--- src/core/ctr_map.svh ---
/*
 * Register layout, field positions, mode codes and PLL constants for
 * the counter accumulator. Assumes inclusion by bare name from core/.
 */
`ifndef CTR_MAP_SVH
`define CTR_MAP_SVH

// control word field positions
`define CTL_MODE_HI 30
`define CTL_MODE_LO 26
`define CTL_DIV_HI 25
`define CTL_DIV_LO 23
`define CTL_PINB_HI 14
`define CTL_PINB_LO 9
`define CTL_PINA_HI 5
`define CTL_PINA_LO 0

// reset values
`define CTL_RESET 32'h00000000
`define PHASE_RESET 32'h00000000
`define FREQ_RESET 32'h00000000

// mode codes (full 5-bit values of the mode field)
`define MODE_OFF 5'h00
`define MODE_PLL_INT 5'h01
`define MODE_PLL_SE 5'h02
`define MODE_PLL_DIFF 5'h03
`define MODE_NCO_SE 5'h04
`define MODE_NCO_DIFF 5'h05
`define MODE_DUTY_SE 5'h06
`define MODE_DUTY_DIFF 5'h07
`define MODE_POS 5'h08
`define MODE_POS_FB 5'h09
`define MODE_POSEDGE 5'h0A
`define MODE_POSEDGE_FB 5'h0B
`define MODE_NEG 5'h0C
`define MODE_NEG_FB 5'h0D
`define MODE_NEGEDGE 5'h0E
`define MODE_NEGEDGE_FB 5'h0F

// pll: reference multiplier and log2 of the largest divider
`define PLL_MULT 16
`define PLL_DIV_MAX_LOG2 7

`endif

--- src/core/ctr_pkg.sv ---
/*
 * Types for the counter accumulator. Assumes ctr_map.svh is compiled with it.
 */
package ctr_pkg;
    typedef logic [4:0] mode_t;
    typedef logic [31:0] word_t;
    // register select for the instruction port
    typedef enum logic [1:0] {
        SEL_CTL = 2'h0,
        SEL_FREQ = 2'h1,
        SEL_PHASE = 2'h2
    } reg_sel_t;
endpackage : ctr_pkg

--- src/core/ctr_samp_if.sv ---
/*
 * Carrier of the delayed pin samples from the sampler to the counter core.
 * Assumes one clock domain.
 */
`timescale 1ns/1ps
interface ctr_samp_if;
    logic a1;
    logic a2;
    logic b1;
    modport src (output a1, output a2, output b1);
    modport dst (input a1, input a2, input b1);
endinterface : ctr_samp_if

--- src/core/ctr_accumulator.sv ---
/*
 * Counter module: control, frequency and phase registers, mode decode,
 * conditional 32-bit accumulation, pin output and direction gating, and a
 * divided PLL tap model. Assumes the processor addresses registers through
 * a simple instruction port: wr_en/wr_sel/wr_data and a source-read mux.
 */
// Behaviour
// - accumulate freq_inc when mode condition true
// - instruction write overrides same-cycle accumulation
// - live phase seen only as source operand
// - destination reads use last-written shadow value
// - PLL modes always accumulate, drive pll_out
// - NCO/duty modes output bit 31/carry
// - positive level detect on A1, feedback
// - rising edge A1&!A2, feedback on pin_b
// - negative level detect on !A1, feedback
// - falling edge !A1&A2, feedback on pin_b
// - logic modes 16-23 accumulate listed functions
// - logic modes 24-31 accumulate listed functions
// - A delayed one/two clocks, B one
// - outputs reach pin only when direction set
// - control write immediate; zero stops all
// - control field layout mode/div/pinb/pina
// - bit 31 feeds PLL; div selects tap
`timescale 1ns/1ps
`include "ctr_map.svh"
module ctr_accumulator #(
    parameter int PINS = 64
) (
    input wire logic clk,
    input wire logic reset_n,
    input wire logic clk_en,
    input wire logic wr_en,
    input wire ctr_pkg::reg_sel_t wr_sel,
    input wire logic [31:0] wr_data,
    input wire ctr_pkg::reg_sel_t rd_sel,
    input wire logic rd_is_dest,
    input wire logic [PINS-1:0] pins_in,
    input wire logic [PINS-1:0] pin_dir,
    input wire logic vco_clk_en,
    output logic [31:0] rd_data,
    output logic [PINS-1:0] pins_out,
    output logic pll_ref,
    output logic pll_out
);
    ctr_samp_if samp ();

    ctr_pkg::word_t ctl_reg, ctl_next;
    ctr_pkg::word_t freq_reg, freq_next;
    ctr_pkg::word_t phase_reg, phase_next;
    ctr_pkg::word_t shadow_reg, shadow_next;
    ctr_pkg::word_t rd_reg, rd_next;
    logic [PINS-1:0] pout_reg, pout_next;
    logic ref_reg, ref_next;
    logic pll_reg, pll_next;
    logic [6:0] vco_div_reg, vco_div_next;

    ctr_pkg::mode_t mode;
    logic [2:0] div_sel;
    logic [5:0] idx_a, idx_b;
    logic [32:0] sum;
    logic carry;
    logic acc_cond;
    logic out_a, out_b;

    ////////////////////////////////////////////////////////////////////////////
    // control field decode
    function automatic ctr_pkg::mode_t mode_of(input ctr_pkg::word_t c);
        return c[`CTL_MODE_HI:`CTL_MODE_LO];
    endfunction : mode_of

    assign mode = mode_of(ctl_reg);
    assign div_sel = ctl_reg[`CTL_DIV_HI:`CTL_DIV_LO];
    assign idx_b = ctl_reg[`CTL_PINB_HI:`CTL_PINB_LO];
    assign idx_a = ctl_reg[`CTL_PINA_HI:`CTL_PINA_LO];

    ctr_pin_sampler #(.PINS(PINS)) u_samp (
        .clk(clk),
        .reset_n(reset_n),
        .clk_en(clk_en),
        .pins_in(pins_in),
        .sel_a(idx_a),
        .sel_b(idx_b),
        .samp(samp)
    );

    ////////////////////////////////////////////////////////////////////////////
    // 33-bit sum gives the wrapped value and the carry out of bit 31
    assign sum = {1'b0, phase_reg} + {1'b0, freq_reg};
    assign carry = sum[32];

    // accumulate condition and pin functions for each mode
    always_comb begin
        logic a, a2, b;
        a = samp.a1;
        a2 = samp.a2;
        b = samp.b1;
        acc_cond = 1'b0;
        out_a = 1'b0;
        out_b = 1'b0;
        if (mode[4]) begin
            // logic modes: the low four bits form a truth table over A,B
            // indexed {B,A}; bit0=!A!B, bit1=A!B, bit2=!AB, bit3=AB
            acc_cond = mode[{b, a}];
        end else begin
            unique case (mode[3:0])
                4'h0: acc_cond = 1'b0;
                4'h1: acc_cond = 1'b1;
                4'h2: begin
                    acc_cond = 1'b1;
                    out_a = pll_reg;
                end
                4'h3: begin
                    acc_cond = 1'b1;
                    out_a = pll_reg;
                    out_b = ~pll_reg;
                end
                4'h4, 4'h5: begin
                    acc_cond = 1'b1;
                    out_a = phase_reg[31];
                    out_b = mode[0] & ~phase_reg[31];
                end
                4'h6, 4'h7: begin
                    acc_cond = 1'b1;
                    out_a = carry;
                    out_b = mode[0] & ~carry;
                end
                4'h8, 4'h9: acc_cond = a;
                4'hA, 4'hB: acc_cond = a & ~a2;
                4'hC, 4'hD: acc_cond = ~a;
                4'hE, 4'hF: acc_cond = ~a & a2;
            endcase
            if (mode[3]) begin
                out_b = mode[0] & ~a;
            end
        end
    end

    ////////////////////////////////////////////////////////////////////////////
    // register next values: a write beats accumulation in the same cycle
    always_comb begin
        ctl_next = ctl_reg;
        freq_next = freq_reg;
        shadow_next = shadow_reg;
        phase_next = acc_cond ? sum[31:0] : phase_reg;
        if (wr_en) begin
            unique case (wr_sel)
                ctr_pkg::SEL_CTL: ctl_next = wr_data;
                ctr_pkg::SEL_FREQ: freq_next = wr_data;
                ctr_pkg::SEL_PHASE: begin
                    phase_next = wr_data;
                    shadow_next = wr_data;
                end
                default: ;
            endcase
        end
    end

    // read mux: destination sees the shadow, source sees the live count
    always_comb begin
        unique case (rd_sel)
            ctr_pkg::SEL_CTL: rd_next = ctl_reg;
            ctr_pkg::SEL_FREQ: rd_next = freq_reg;
            ctr_pkg::SEL_PHASE: rd_next = rd_is_dest ? shadow_reg : phase_reg;
            default: rd_next = 32'h00000000;
        endcase
    end

    // pin drive: a counter output only reaches a pin set to output
    always_comb begin
        pout_next = '0;
        for (int i = 0; i < PINS; i++) begin
            pout_next[i] = pin_dir[i] & ((out_a & (32'(idx_a) == i)) |
                                         (out_b & (32'(idx_b) == i)));
        end
    end

    ////////////////////////////////////////////////////////////////////////////
    // PLL model: phase bit 31 is the reference; a vco_clk_en pulse stands in
    // for each VCO edge (16x reference, analog part lives outside), and the
    // divider picks a tap from /128 up to /1. The tap toggles on each edge
    // of the selected counter bit, so it is a digital stand-in only.
    always_comb begin
        logic [6:0] mask;
        mask = 7'((8'h80 >> div_sel) - 8'h01); // 2^(7-div)-1 low counter bits
        ref_next = phase_reg[31];
        vco_div_next = vco_clk_en ? vco_div_reg + 7'h01 : vco_div_reg;
        pll_next = pll_reg;
        if (mode == `MODE_OFF) begin
            pll_next = 1'b0;
        end else if (vco_clk_en && ((vco_div_reg & mask) == mask)) begin
            // toggle once per 2^(7-div) VCO edges: /128 .. /1
            pll_next = ~pll_reg;
        end
    end

    always_ff @(posedge clk or negedge reset_n) begin
        if (!reset_n) begin
            ctl_reg <= `CTL_RESET;
            freq_reg <= `FREQ_RESET;
            phase_reg <= `PHASE_RESET;
            shadow_reg <= `PHASE_RESET;
            rd_reg <= 32'h00000000;
            pout_reg <= '0;
            ref_reg <= 1'b0;
            pll_reg <= 1'b0;
            vco_div_reg <= 7'h00;
        end else if (clk_en) begin
            ctl_reg <= ctl_next;
            freq_reg <= freq_next;
            phase_reg <= phase_next;
            shadow_reg <= shadow_next;
            rd_reg <= rd_next;
            pout_reg <= pout_next;
            ref_reg <= ref_next;
            pll_reg <= pll_next;
            vco_div_reg <= vco_div_next;
        end
    end

    assign rd_data = rd_reg;
    assign pins_out = pout_reg;
    assign pll_ref = ref_reg;
    assign pll_out = pll_reg;

    ////////////////////////////////////////////////////////////////////////////
    // checks
    a_acc_adds_freq: assert property (@(posedge clk) disable iff (!reset_n)
        clk_en && acc_cond && !wr_en |=> phase_reg == $past(sum[31:0]))
        else $error("phase did not add frequency");
    a_acc_holds: assert property (@(posedge clk) disable iff (!reset_n)
        clk_en && !acc_cond && !wr_en |=> $stable(phase_reg))
        else $error("phase moved without condition");
    a_write_wins: assert property (@(posedge clk) disable iff (!reset_n)
        clk_en && wr_en && wr_sel == ctr_pkg::SEL_PHASE |=> phase_reg == $past(wr_data))
        else $error("phase write lost to accumulation");
    a_dest_shadow: assert property (@(posedge clk) disable iff (!reset_n)
        clk_en && rd_sel == ctr_pkg::SEL_PHASE && rd_is_dest |=>
        rd_data == $past(shadow_reg))
        else $error("destination read saw live phase");
    a_shadow_last: assert property (@(posedge clk) disable iff (!reset_n)
        clk_en && !(wr_en && wr_sel == ctr_pkg::SEL_PHASE) |=> $stable(shadow_reg))
        else $error("shadow changed without a write");
    a_off_quiet: assert property (@(posedge clk) disable iff (!reset_n)
        clk_en && mode == `MODE_OFF |-> !acc_cond && !out_a && !out_b)
        else $error("off mode still active");
    a_pll_always: assert property (@(posedge clk) disable iff (!reset_n)
        mode inside {[5'h01:5'h07], 5'h1F} |-> acc_cond)
        else $error("always-accumulate mode idle");
    a_posedge_cnt: assert property (@(posedge clk) disable iff (!reset_n)
        mode == `MODE_POSEDGE |-> acc_cond == (samp.a1 && !samp.a2))
        else $error("rising edge condition wrong");
    a_negedge_cnt: assert property (@(posedge clk) disable iff (!reset_n)
        mode == `MODE_NEGEDGE_FB |-> acc_cond == (!samp.a1 && samp.a2) && out_b == !samp.a1)
        else $error("falling edge condition wrong");
    a_dir_gate: assert property (@(posedge clk) disable iff (!reset_n)
        clk_en |=> (pins_out & ~$past(pin_dir)) == '0)
        else $error("pin driven while input");
    a_logic_xor: assert property (@(posedge clk) disable iff (!reset_n)
        mode == 5'h16 |-> acc_cond == (samp.a1 ^ samp.b1))
        else $error("xor logic mode wrong");
    a_logic_anb: assert property (@(posedge clk) disable iff (!reset_n)
        mode == 5'h12 |-> acc_cond == (samp.a1 && !samp.b1))
        else $error("a-and-not-b logic mode wrong");
    a_logic_eq: assert property (@(posedge clk) disable iff (!reset_n)
        mode == 5'h19 |-> acc_cond == (samp.a1 == samp.b1) && !out_a)
        else $error("equal logic mode wrong");
    a_neg_level: assert property (@(posedge clk) disable iff (!reset_n)
        mode == `MODE_NEG_FB |-> acc_cond == !samp.a1)
        else $error("negative level wrong");
    a_pos_level: assert property (@(posedge clk) disable iff (!reset_n)
        mode == `MODE_POS_FB |-> acc_cond == samp.a1 && out_b == !samp.a1)
        else $error("positive level wrong");
    a_duty_carry: assert property (@(posedge clk) disable iff (!reset_n)
        mode == `MODE_DUTY_DIFF |-> out_a == carry && out_b == !carry)
        else $error("duty output wrong");
    a_pll_ref: assert property (@(posedge clk) disable iff (!reset_n)
        clk_en |=> pll_ref == $past(phase_reg[31]))
        else $error("pll reference not bit 31");
endmodule : ctr_accumulator

--- src/core/ctr_pin_sampler.sv ---
/*
 * Selects pin_a and pin_b from the pin array and delays them: A by one and
 * two clocks, B by one clock. Assumes pins already synchronous to clk.
 */
`timescale 1ns/1ps
`include "ctr_map.svh"
module ctr_pin_sampler #(
    parameter int PINS = 64
) (
    input wire logic clk,
    input wire logic reset_n,
    input wire logic clk_en,
    input wire logic [PINS-1:0] pins_in,
    input wire logic [5:0] sel_a,
    input wire logic [5:0] sel_b,
    ctr_samp_if.src samp
);
    logic a1_reg, a2_reg, b1_reg;
    logic a1_next, a2_next, b1_next;

    ////////////////////////////////////////////////////////////////////////////
    // delay line next values; an out-of-range index reads low
    always_comb begin
        a1_next = (32'(sel_a) < PINS) ? pins_in[sel_a] : 1'b0;
        a2_next = a1_reg;
        b1_next = (32'(sel_b) < PINS) ? pins_in[sel_b] : 1'b0;
    end

    always_ff @(posedge clk or negedge reset_n) begin
        if (!reset_n) begin
            a1_reg <= 1'b0;
            a2_reg <= 1'b0;
            b1_reg <= 1'b0;
        end else if (clk_en) begin
            a1_reg <= a1_next;
            a2_reg <= a2_next;
            b1_reg <= b1_next;
        end
    end

    assign samp.a1 = a1_reg;
    assign samp.a2 = a2_reg;
    assign samp.b1 = b1_reg;

    a_two_clk_delay: assert property (@(posedge clk) disable iff (!reset_n)
        clk_en |=> a2_reg == $past(a1_reg))
        else $error("second A sample is not the first delayed");
endmodule : ctr_pin_sampler

--- config.mk ---
export PLATFORM = sky130hd
export DESIGN_NAME = ctr_accumulator
export DESIGN_NICKNAME = d
export VERILOG_FILES = /design/src/core/ctr_pkg.sv /design/src/core/ctr_samp_if.sv /design/src/core/ctr_accumulator.sv /design/src/core/ctr_pin_sampler.sv
export VERILOG_INCLUDE_DIRS = /design/src /design/src/core
export SDC_FILE = /design/constraint.sdc
export NUM_CORES = 1
export LEC_CHECK = 0
export BUFFER_PORTS_ARGS = -buffer_cell sky130_fd_sc_hd__clkbuf_2
export CAP_MARGIN = 20
export CORE_MARGIN = 2
export CORE_UTILIZATION = 60
export DETAILED_ROUTE_END_ITERATION = 7
export GPL_TIMING_DRIVEN = 0
export PLACE_DENSITY = 0.86
export SETUP_SLACK_MARGIN = 0.4
export SLEW_MARGIN = 10
export SYNTH_ARGS = -nofsm -noshare
export SYNTH_HDL_FRONTEND = slang
export SYNTH_SLANG_ARGS = --single-unit
--- constraint.sdc ---
create_clock -name clk -period 6.01 [get_ports clk]
set_clock_uncertainty 0.15 [all_clocks]
set_input_delay 0.601 -clock clk [delete_from_list [all_inputs] [get_ports clk]]
set_output_delay 0.601 -clock clk [all_outputs]
set_load 0.03 [all_outputs]
==> results of run 1 <==
layer usage:
metal	track usage, %	wire, um	vias up	part of all wire [%]
met5	0	0	-	0
met4	15.55	1890	0	4.3
met3	6.923	4012	152	9.1
met2	58.51	20800	774	47
met1	47.25	17620	6289	40
li1	-	-	5556	-
kinds of logic (layout without fill, tap and decap cells):
kind of cell	after synthesis	in the layout	synth area share (%)
adder cells (fa/ha/maj)	34	34	3.097
multiplexers	240	240	21.63
AO/OA/AOI/OAI	297	297	14.26
buffers and inverters	105	417	3.473
AND/OR/NAND/NOR	399	399	13.04
XOR/XNOR	36	36	2.255
flip-flops	236	236	42.24
area by class of cell:
cell class | instances | area (um2) | area share, %
multi-input cells | 1006 | 7595 | 45.56
clock inverters | 11 | 157.7 | 0.9457
well taps | 313 | 391.6 | 2.349
repair buffers | 266 | 1390 | 8.338
inverters | 14 | 53.80 | 0.3227
flip-flops and latches | 236 | 5906 | 35.42
clock buffers | 35 | 745.7 | 4.473
plain buffers | 91 | 431.7 | 2.589
layout by cell type (no fill, tap or decap), drive strengths merged, types with 36 or more instances in the layout:
cell type  count
clkbuf       353
nand2        247
dfrtp        236
mux2          67
a21oi         66
o21ai         38
nor2          73
a31oi         49
buf           36
mux2i        130
mux4          43
final timing paths:
path / cells past startpoint / slack, ps / to
setup / recovery: 12 / 2040 / pins_out[42]
hold / removal: 3 / 160 / shadow_reg[29]
setup reg to reg: 12 / 2040 / pins_out[42]
hold reg to reg: 2 / 330 / shadow_reg[5]
max in group asynchronous: 4 / 4000 / phase_reg[8]
min in group asynchronous: 2 / 480 / ctl_reg[24]
through the flow:
step	cells	setup TNS, ps	hold slack, ps
6_report	1972	0	155.9
5_1_grt	1972	0	166.7
4_1_cts	1972	0	156.8
3_5_place_dp	1925	0	312.2
3_3_place_gp	1923	-83270	307.3
2_1_floorplan	1347	0	155.4
tightest hold or removal path: cells and delay by family:
kind | cells | cell delay (ps)
buffers and inverters | 1 | 110
and+or+nand+nor | 2 | 100
power breakdown:
group          switching (mW)  total, mW  internal [mW]  leakage, nW
combinational            1.67       2.84           1.17         4.29
clock                   0.658       1.69           1.04        0.446
sequential              0.283       2.21           1.93         2.92
total                    2.61       6.74           4.13         7.65
==> impl_metrics.csv, run 1 <==
group,metric,value,unit
floorplan,die_h,156.6,um
timing,max-slew-margin-rel,22.44,%
cells_and_area,stdcell_area,16670,um2
yosys,yosysWarnings,0,
clocking,cts_sinks,236,
clocking,numCtsBuffers,26,
yosys,yosys.area.top_type,"dfrtp_1",
clocking,htreeDepth,1,
yosys,ys_top_cells_by_count,"nand2_1, dfrtp_1, mux2i_1",
timing,min_period_over_period,66.12,%
critical_path,critPathTopFamily,"compound AO/OA/AOI/OAI gates",
timing,final-max-slew-violation-count,0,
clocking,clk_pin_slew,60,ps
placed_design,hpwl,32.47,mm
cells_and_area,drive_gt1_share,27.97,%
global_routing,grt_usage,35.93,%
timing,fin_ws,2036,ps
clocking,clkLatencyLatePin,540,ps
floorplan,rows,55,
flow_run,maxCapViolations,0,
min_path,hold_class,"primary input to flop",
critical_path,worst_setup_path_end_kind,"flop",
routing,ant_nets,0,
critical_path,cp_data_required_time,6290,ps
placed_design,port_buffers,263,
cells_and_area,fillers,1660,
routing,wl,44.32,mm
yosys,yosysMostFrequentCell,"nand2_1",
pwr,leakagePower,7.654,nW
yosys,synthesis.area,13980,um2
timing,rsz0062_at_grt,"false",
routing,firstDrtPassIters,6,
yosys,ys.flop_type,"dfrtp_1",
critical_path,arrival,4260,ps
yosys,synth_edf_count,0,
yosys,synth_cell_types,72,
routing,routed_via_density,6.476,
routing,drt_iter0_drc,1229,
placed_design,placed_area,15760,um2
critical_path,slowest_stage,"nor4b_4",
min_path,hold_path.startpoint,"wr_data[29]",
clocking,cts_setup_buffers,0,
yosys,synthTopCellsByArea,"dfrtp_1, mux2i_1, mux4_2",
global_routing,overflow,0,
yosys,seq_area_frac_synth,42.24,%
pwr,ir_worst_vdd,0.0002961,V
placed_design,place_ws,2215,ps
timing,final.min_clock_period,3974,ps
cells_and_area,antenna_cells,0,
yosys,yosysTopAreaCellShare,42.24,%
pwr,powerDensity,404.4,nW/um2
critical_path,startpoint_type,"flop",
yosys,synth-seq-cells,236,
floorplan,dieArea,24540,um2
timing,final-setup-viol-count,0,
clocking,cts_tree,"done",
yosys,synthArstFlopShare,100.0,%
clocking,root_buffer,"clkbuf_16",
clocking,clock_path_buffers,3,
yosys,synth_fp_nets,1551,
global_routing,antenna_found_initial,0,
global_routing,grt_max_degree,86,
cells_and_area,area_growth,19.25,%
critical_path,path_max_fanout,10,
cells_and_area,nets,1845,
floorplan,die_w,156.6,um
clocking,cts_resized,0,
floorplan,core,22780,um2
routing,avgRoutedWirePerCell,22.48,um
critical_path,cp_cell_sequence,"ha_1, fa_1, a21oi_1, o211ai_1, a21oi_2, o211ai_2, a41oi_2, nor3_4, nor4b_4, buf_2, nand2_1, a31oi_1",
routing,num_vias,12770,
critical_path,path_buf_inv,1,
timing,tightest_slew,1153,ps
critical_path,reg2reg_from,"phase_reg[0]",
cells_and_area,largest_reg_flops,64,
pwr,p_total,6.742,mW
cells_and_area,finalCoreUtilization,73.19,%
timing,max_clock_freq,251.6,MHz
critical_path,critPathKind,"flop to flop",
run_status,status,"finished, final reports clean",
global_routing,grt_pass1_wl,67.94,mm
global_routing,grt_pass1_vias,12580,
critical_path,max_stage_delay,570,ps
clocking,ctsHoldBuffers,1,
placed_design,gp_congestion,1.039,
yosys,synthCells,1347,
routing,route.detailed.drc,0,
timing,hold_violations,0,
floorplan,ios,268,
yosys,synth.avg_cell_area,10.38,um2
critical_path,crit_start,"phase_reg[0]",
floorplan,start_util,61.37,%
(Power assumes the default switching activity.)
==> run 2: changes to the inputs <==
--- a/config.mk
+++ b/config.mk
@@ -9,10 +9,10 @@
 export BUFFER_PORTS_ARGS = -buffer_cell sky130_fd_sc_hd__clkbuf_2
 export CAP_MARGIN = 20
 export CORE_MARGIN = 2
-export CORE_UTILIZATION = 60
+export CORE_UTILIZATION = 57
 export DETAILED_ROUTE_END_ITERATION = 7
 export GPL_TIMING_DRIVEN = 0
-export PLACE_DENSITY = 0.86
+export PLACE_DENSITY = 0.82
 export SETUP_SLACK_MARGIN = 0.4
 export SLEW_MARGIN = 10
 export SYNTH_ARGS = -nofsm -noshare
==> constraint.sdc (replaced) <==
create_clock -name clk -period 4 [get_ports clk]
set_clock_uncertainty 0.15 [all_clocks]
set_input_delay 0.4 -clock clk [delete_from_list [all_inputs] [get_ports clk]]
set_output_delay 0.4 -clock clk [all_outputs]
set_load 0.03 [all_outputs]
==> impl_metrics.csv, run 2 (synthesized netlist as in run 1, its figures left out) <==
group,metric,value,unit
run_status,status,"finished, final reports clean",
critical_path,critPathTopFamily,"compound AO/OA/AOI/OAI gates",
clocking,cts_tree,"done",
timing,final-max-slew-violation-count,0,
routing,wl_met2,21.11,mm
routing,route.detailed.drc,0,
floorplan,rows,57,
critical_path,ff2ff_setup_slack,490,ps
placed_design,gp_congestion,0.9615,
placed_design,port_buffers,263,
critical_path,worst_setup_path_end_kind,"flop",
routing,ant_nets,0,
routing,top_layer,"met4",
routing,drt_iter0_drc,986,
routing,wl,44.47,mm
routing,avgRoutedWirePerCell,21.91,um
critical_path,cp_data_required_time,4240,ps
routing,routed_via_density,6.227,
critical_path,max_stage_delay,540,ps
timing,hold_violations,0,
timing,rsz0062_at_grt,"false",
pwr,p_total,9.895,mW
routing,firstDrtPassIters,5,
timing,final-setup-viol-count,0,
floorplan,core,24180,um2
global_routing,grt_pass1_vias,12620,
min_path,hold_path.startpoint,"pin_dir[30]",
timing,max-slew-margin-rel,36.74,%
cells_and_area,area_growth,22.55,%
global_routing,grt_max_degree,104,
timing,min_period_over_period,87.72,%
pwr,ir_worst_vdd,0.0004296,V
timing,tightest_slew,948.9,ps
critical_path,regToRegEndpoint,"pins_out[13]",
cells_and_area,nets,1893,
routing,wl_met3,3.948,mm
cells_and_area,final_cell_mix,"clkbuf_2, nand2_1, dfrtp_1",
floorplan,start_util,57.82,%
min_path,holdPathEnd,"pins_out[30]",
global_routing,antenna_found_initial,0,
timing,max_clock_freq,285.0,MHz
cells_and_area,finalCoreUtilization,70.86,%
clocking,clkLatencyLatePin,540,ps
placed_design,hpwl,32.56,mm
critical_path,cp_common_cell,"a21oi_2",
critical_path,path_max_fanout,7,
clocking,root_buffer,"clkbuf_16",
clocking,clk_pin_slew,60,ps
pwr,powerDensity,577.6,nW/um2
critical_path,path_buf_inv,1,
global_routing,overflow,0,
critical_path,cp_cell_sequence,"ha_1, fa_1, a21oi_2, o211ai_1, a21oi_2, o211ai_2, a41oi_4, and3_4, nor4bb_1, buf_2, a221oi_1, nor2_1",
global_routing,grt_pass1_wl,69.82,mm
clocking,cts_sinks,236,
floorplan,dieArea,25790,um2
floorplan,die_w,160.6,um
floorplan,ios,268,
global_routing,grt_usage,34.34,%
routing,num_vias,12640,
floorplan,die_h,160.6,um
critical_path,startpoint_type,"flop",
timing,fin_tns_setup,0,ps
min_path,hold_class,"primary input to flop",
clocking,numCtsBuffers,25,
flow_run,maxCapViolations,0,
cells_and_area,antenna_cells,0,
cells_and_area,layout_commonest_cell,"clkbuf_2",
critical_path,slowest_stage,"a221oi_1",
clocking,htreeDepth,1,
critical_path,worstRegToRegCells,12,
critical_path,arrival,3750,ps
pwr,leakagePower,7.841,nW
critical_path,reg2reg_from,"phase_reg[0]",
timing,final.min_clock_period,3509,ps
critical_path,critPathKind,"flop to flop",
routing,drt-met1-wl,17.85,mm
min_path,hold-path-cell-count,3,
clocking,clock_path_buffers,3,
cells_and_area,largest_reg_flops,64,
cells_and_area,drive_gt1_share,28.09,%
## run 2: cell types whose count changed in the layout (fill, tap and decap cells not counted), moves of 3 or more
cell,delta
a221oi_4,+3
buf_4,+11
dlygate4sd3_1,+39
a221oi_1,-9
bufinv_16,-3
a221oi_2,+6
clkbuf_1,+3
## run 2: per-stage QoR
stage | cells | area (um2) | setup WS (ps) | hold WS (ps)
after global placement | 1934 | 15700 | -2226 | 305.7
final | 2029 | 17130 | 491.4 | 9.419
after global routing | 2029 | 17130 | 398.5 | 15.97
after CTS | 2021 | 17040 | 378.5 | 4.635
after floorplan | 1347 | 13980 | 894.9 | -45.59
after detailed placement | 1936 | 15770 | 96.08 | 272.2
## run 2: timing repair
item                       in CTS  in global routing
setup buffers                   2                  8
cloned                          0                  0
pin swaps                       5                  3
gates resized for setup        11                  6
hold endpoints to repair      119                  0
hold buffers                   40                  0
setup endpoints to repair      55                 51
## run 2: per-layer routing
layer  vias to the layer above  track usage, %
li1                       5640               -
met3                       139           6.715
met1                      6158           45.76
met5                         -               0
met4                         0           12.65
met2                       698           56.33
## run 2: where the power goes
group          total, mW  switching, mW  internal [mW]
sequential          3.32          0.424           2.89
clock               2.25          0.958           1.29
combinational       4.33           2.51           1.82
## run 2: worst max path at each step
stage,start,endpoint,slack [ps],cells after the start
after floorplan,freq_reg[0],pins_out[30],890,13
after global placement,reset_n,rd_data[9],-2230,1
after detailed placement,freq_reg[0],pins_out[44],100,13
after CTS,phase_reg[0],pins_out[44],380,13
after global routing,freq_reg[9],pins_out[62],400,12
final,phase_reg[0],pins_out[13],490,12
## run 2: worst reg2reg max path, stage by stage (launching register included)
cell and delay [ps]:
dfrtp_1 410, ha_1 240, fa_1 440, a21oi_2 190
o211ai_1 130, a21oi_2 270, o211ai_2 190, a41oi_4 270
and3_4 230, nor4bb_1 60, buf_2 180, a221oi_1 540
nor2_1 80
## run 2: cell type report
class                   count  area, um2
fillers                  1786       7046
multi-input cells        1006       7702
clock buffers              36      706.9
plain buffers              91      434.2
well taps                 324      405.4
clock inverters             7      67.56
flip-flops and latches    236       5906
inverters                  14      53.80
repair buffers            315       1856
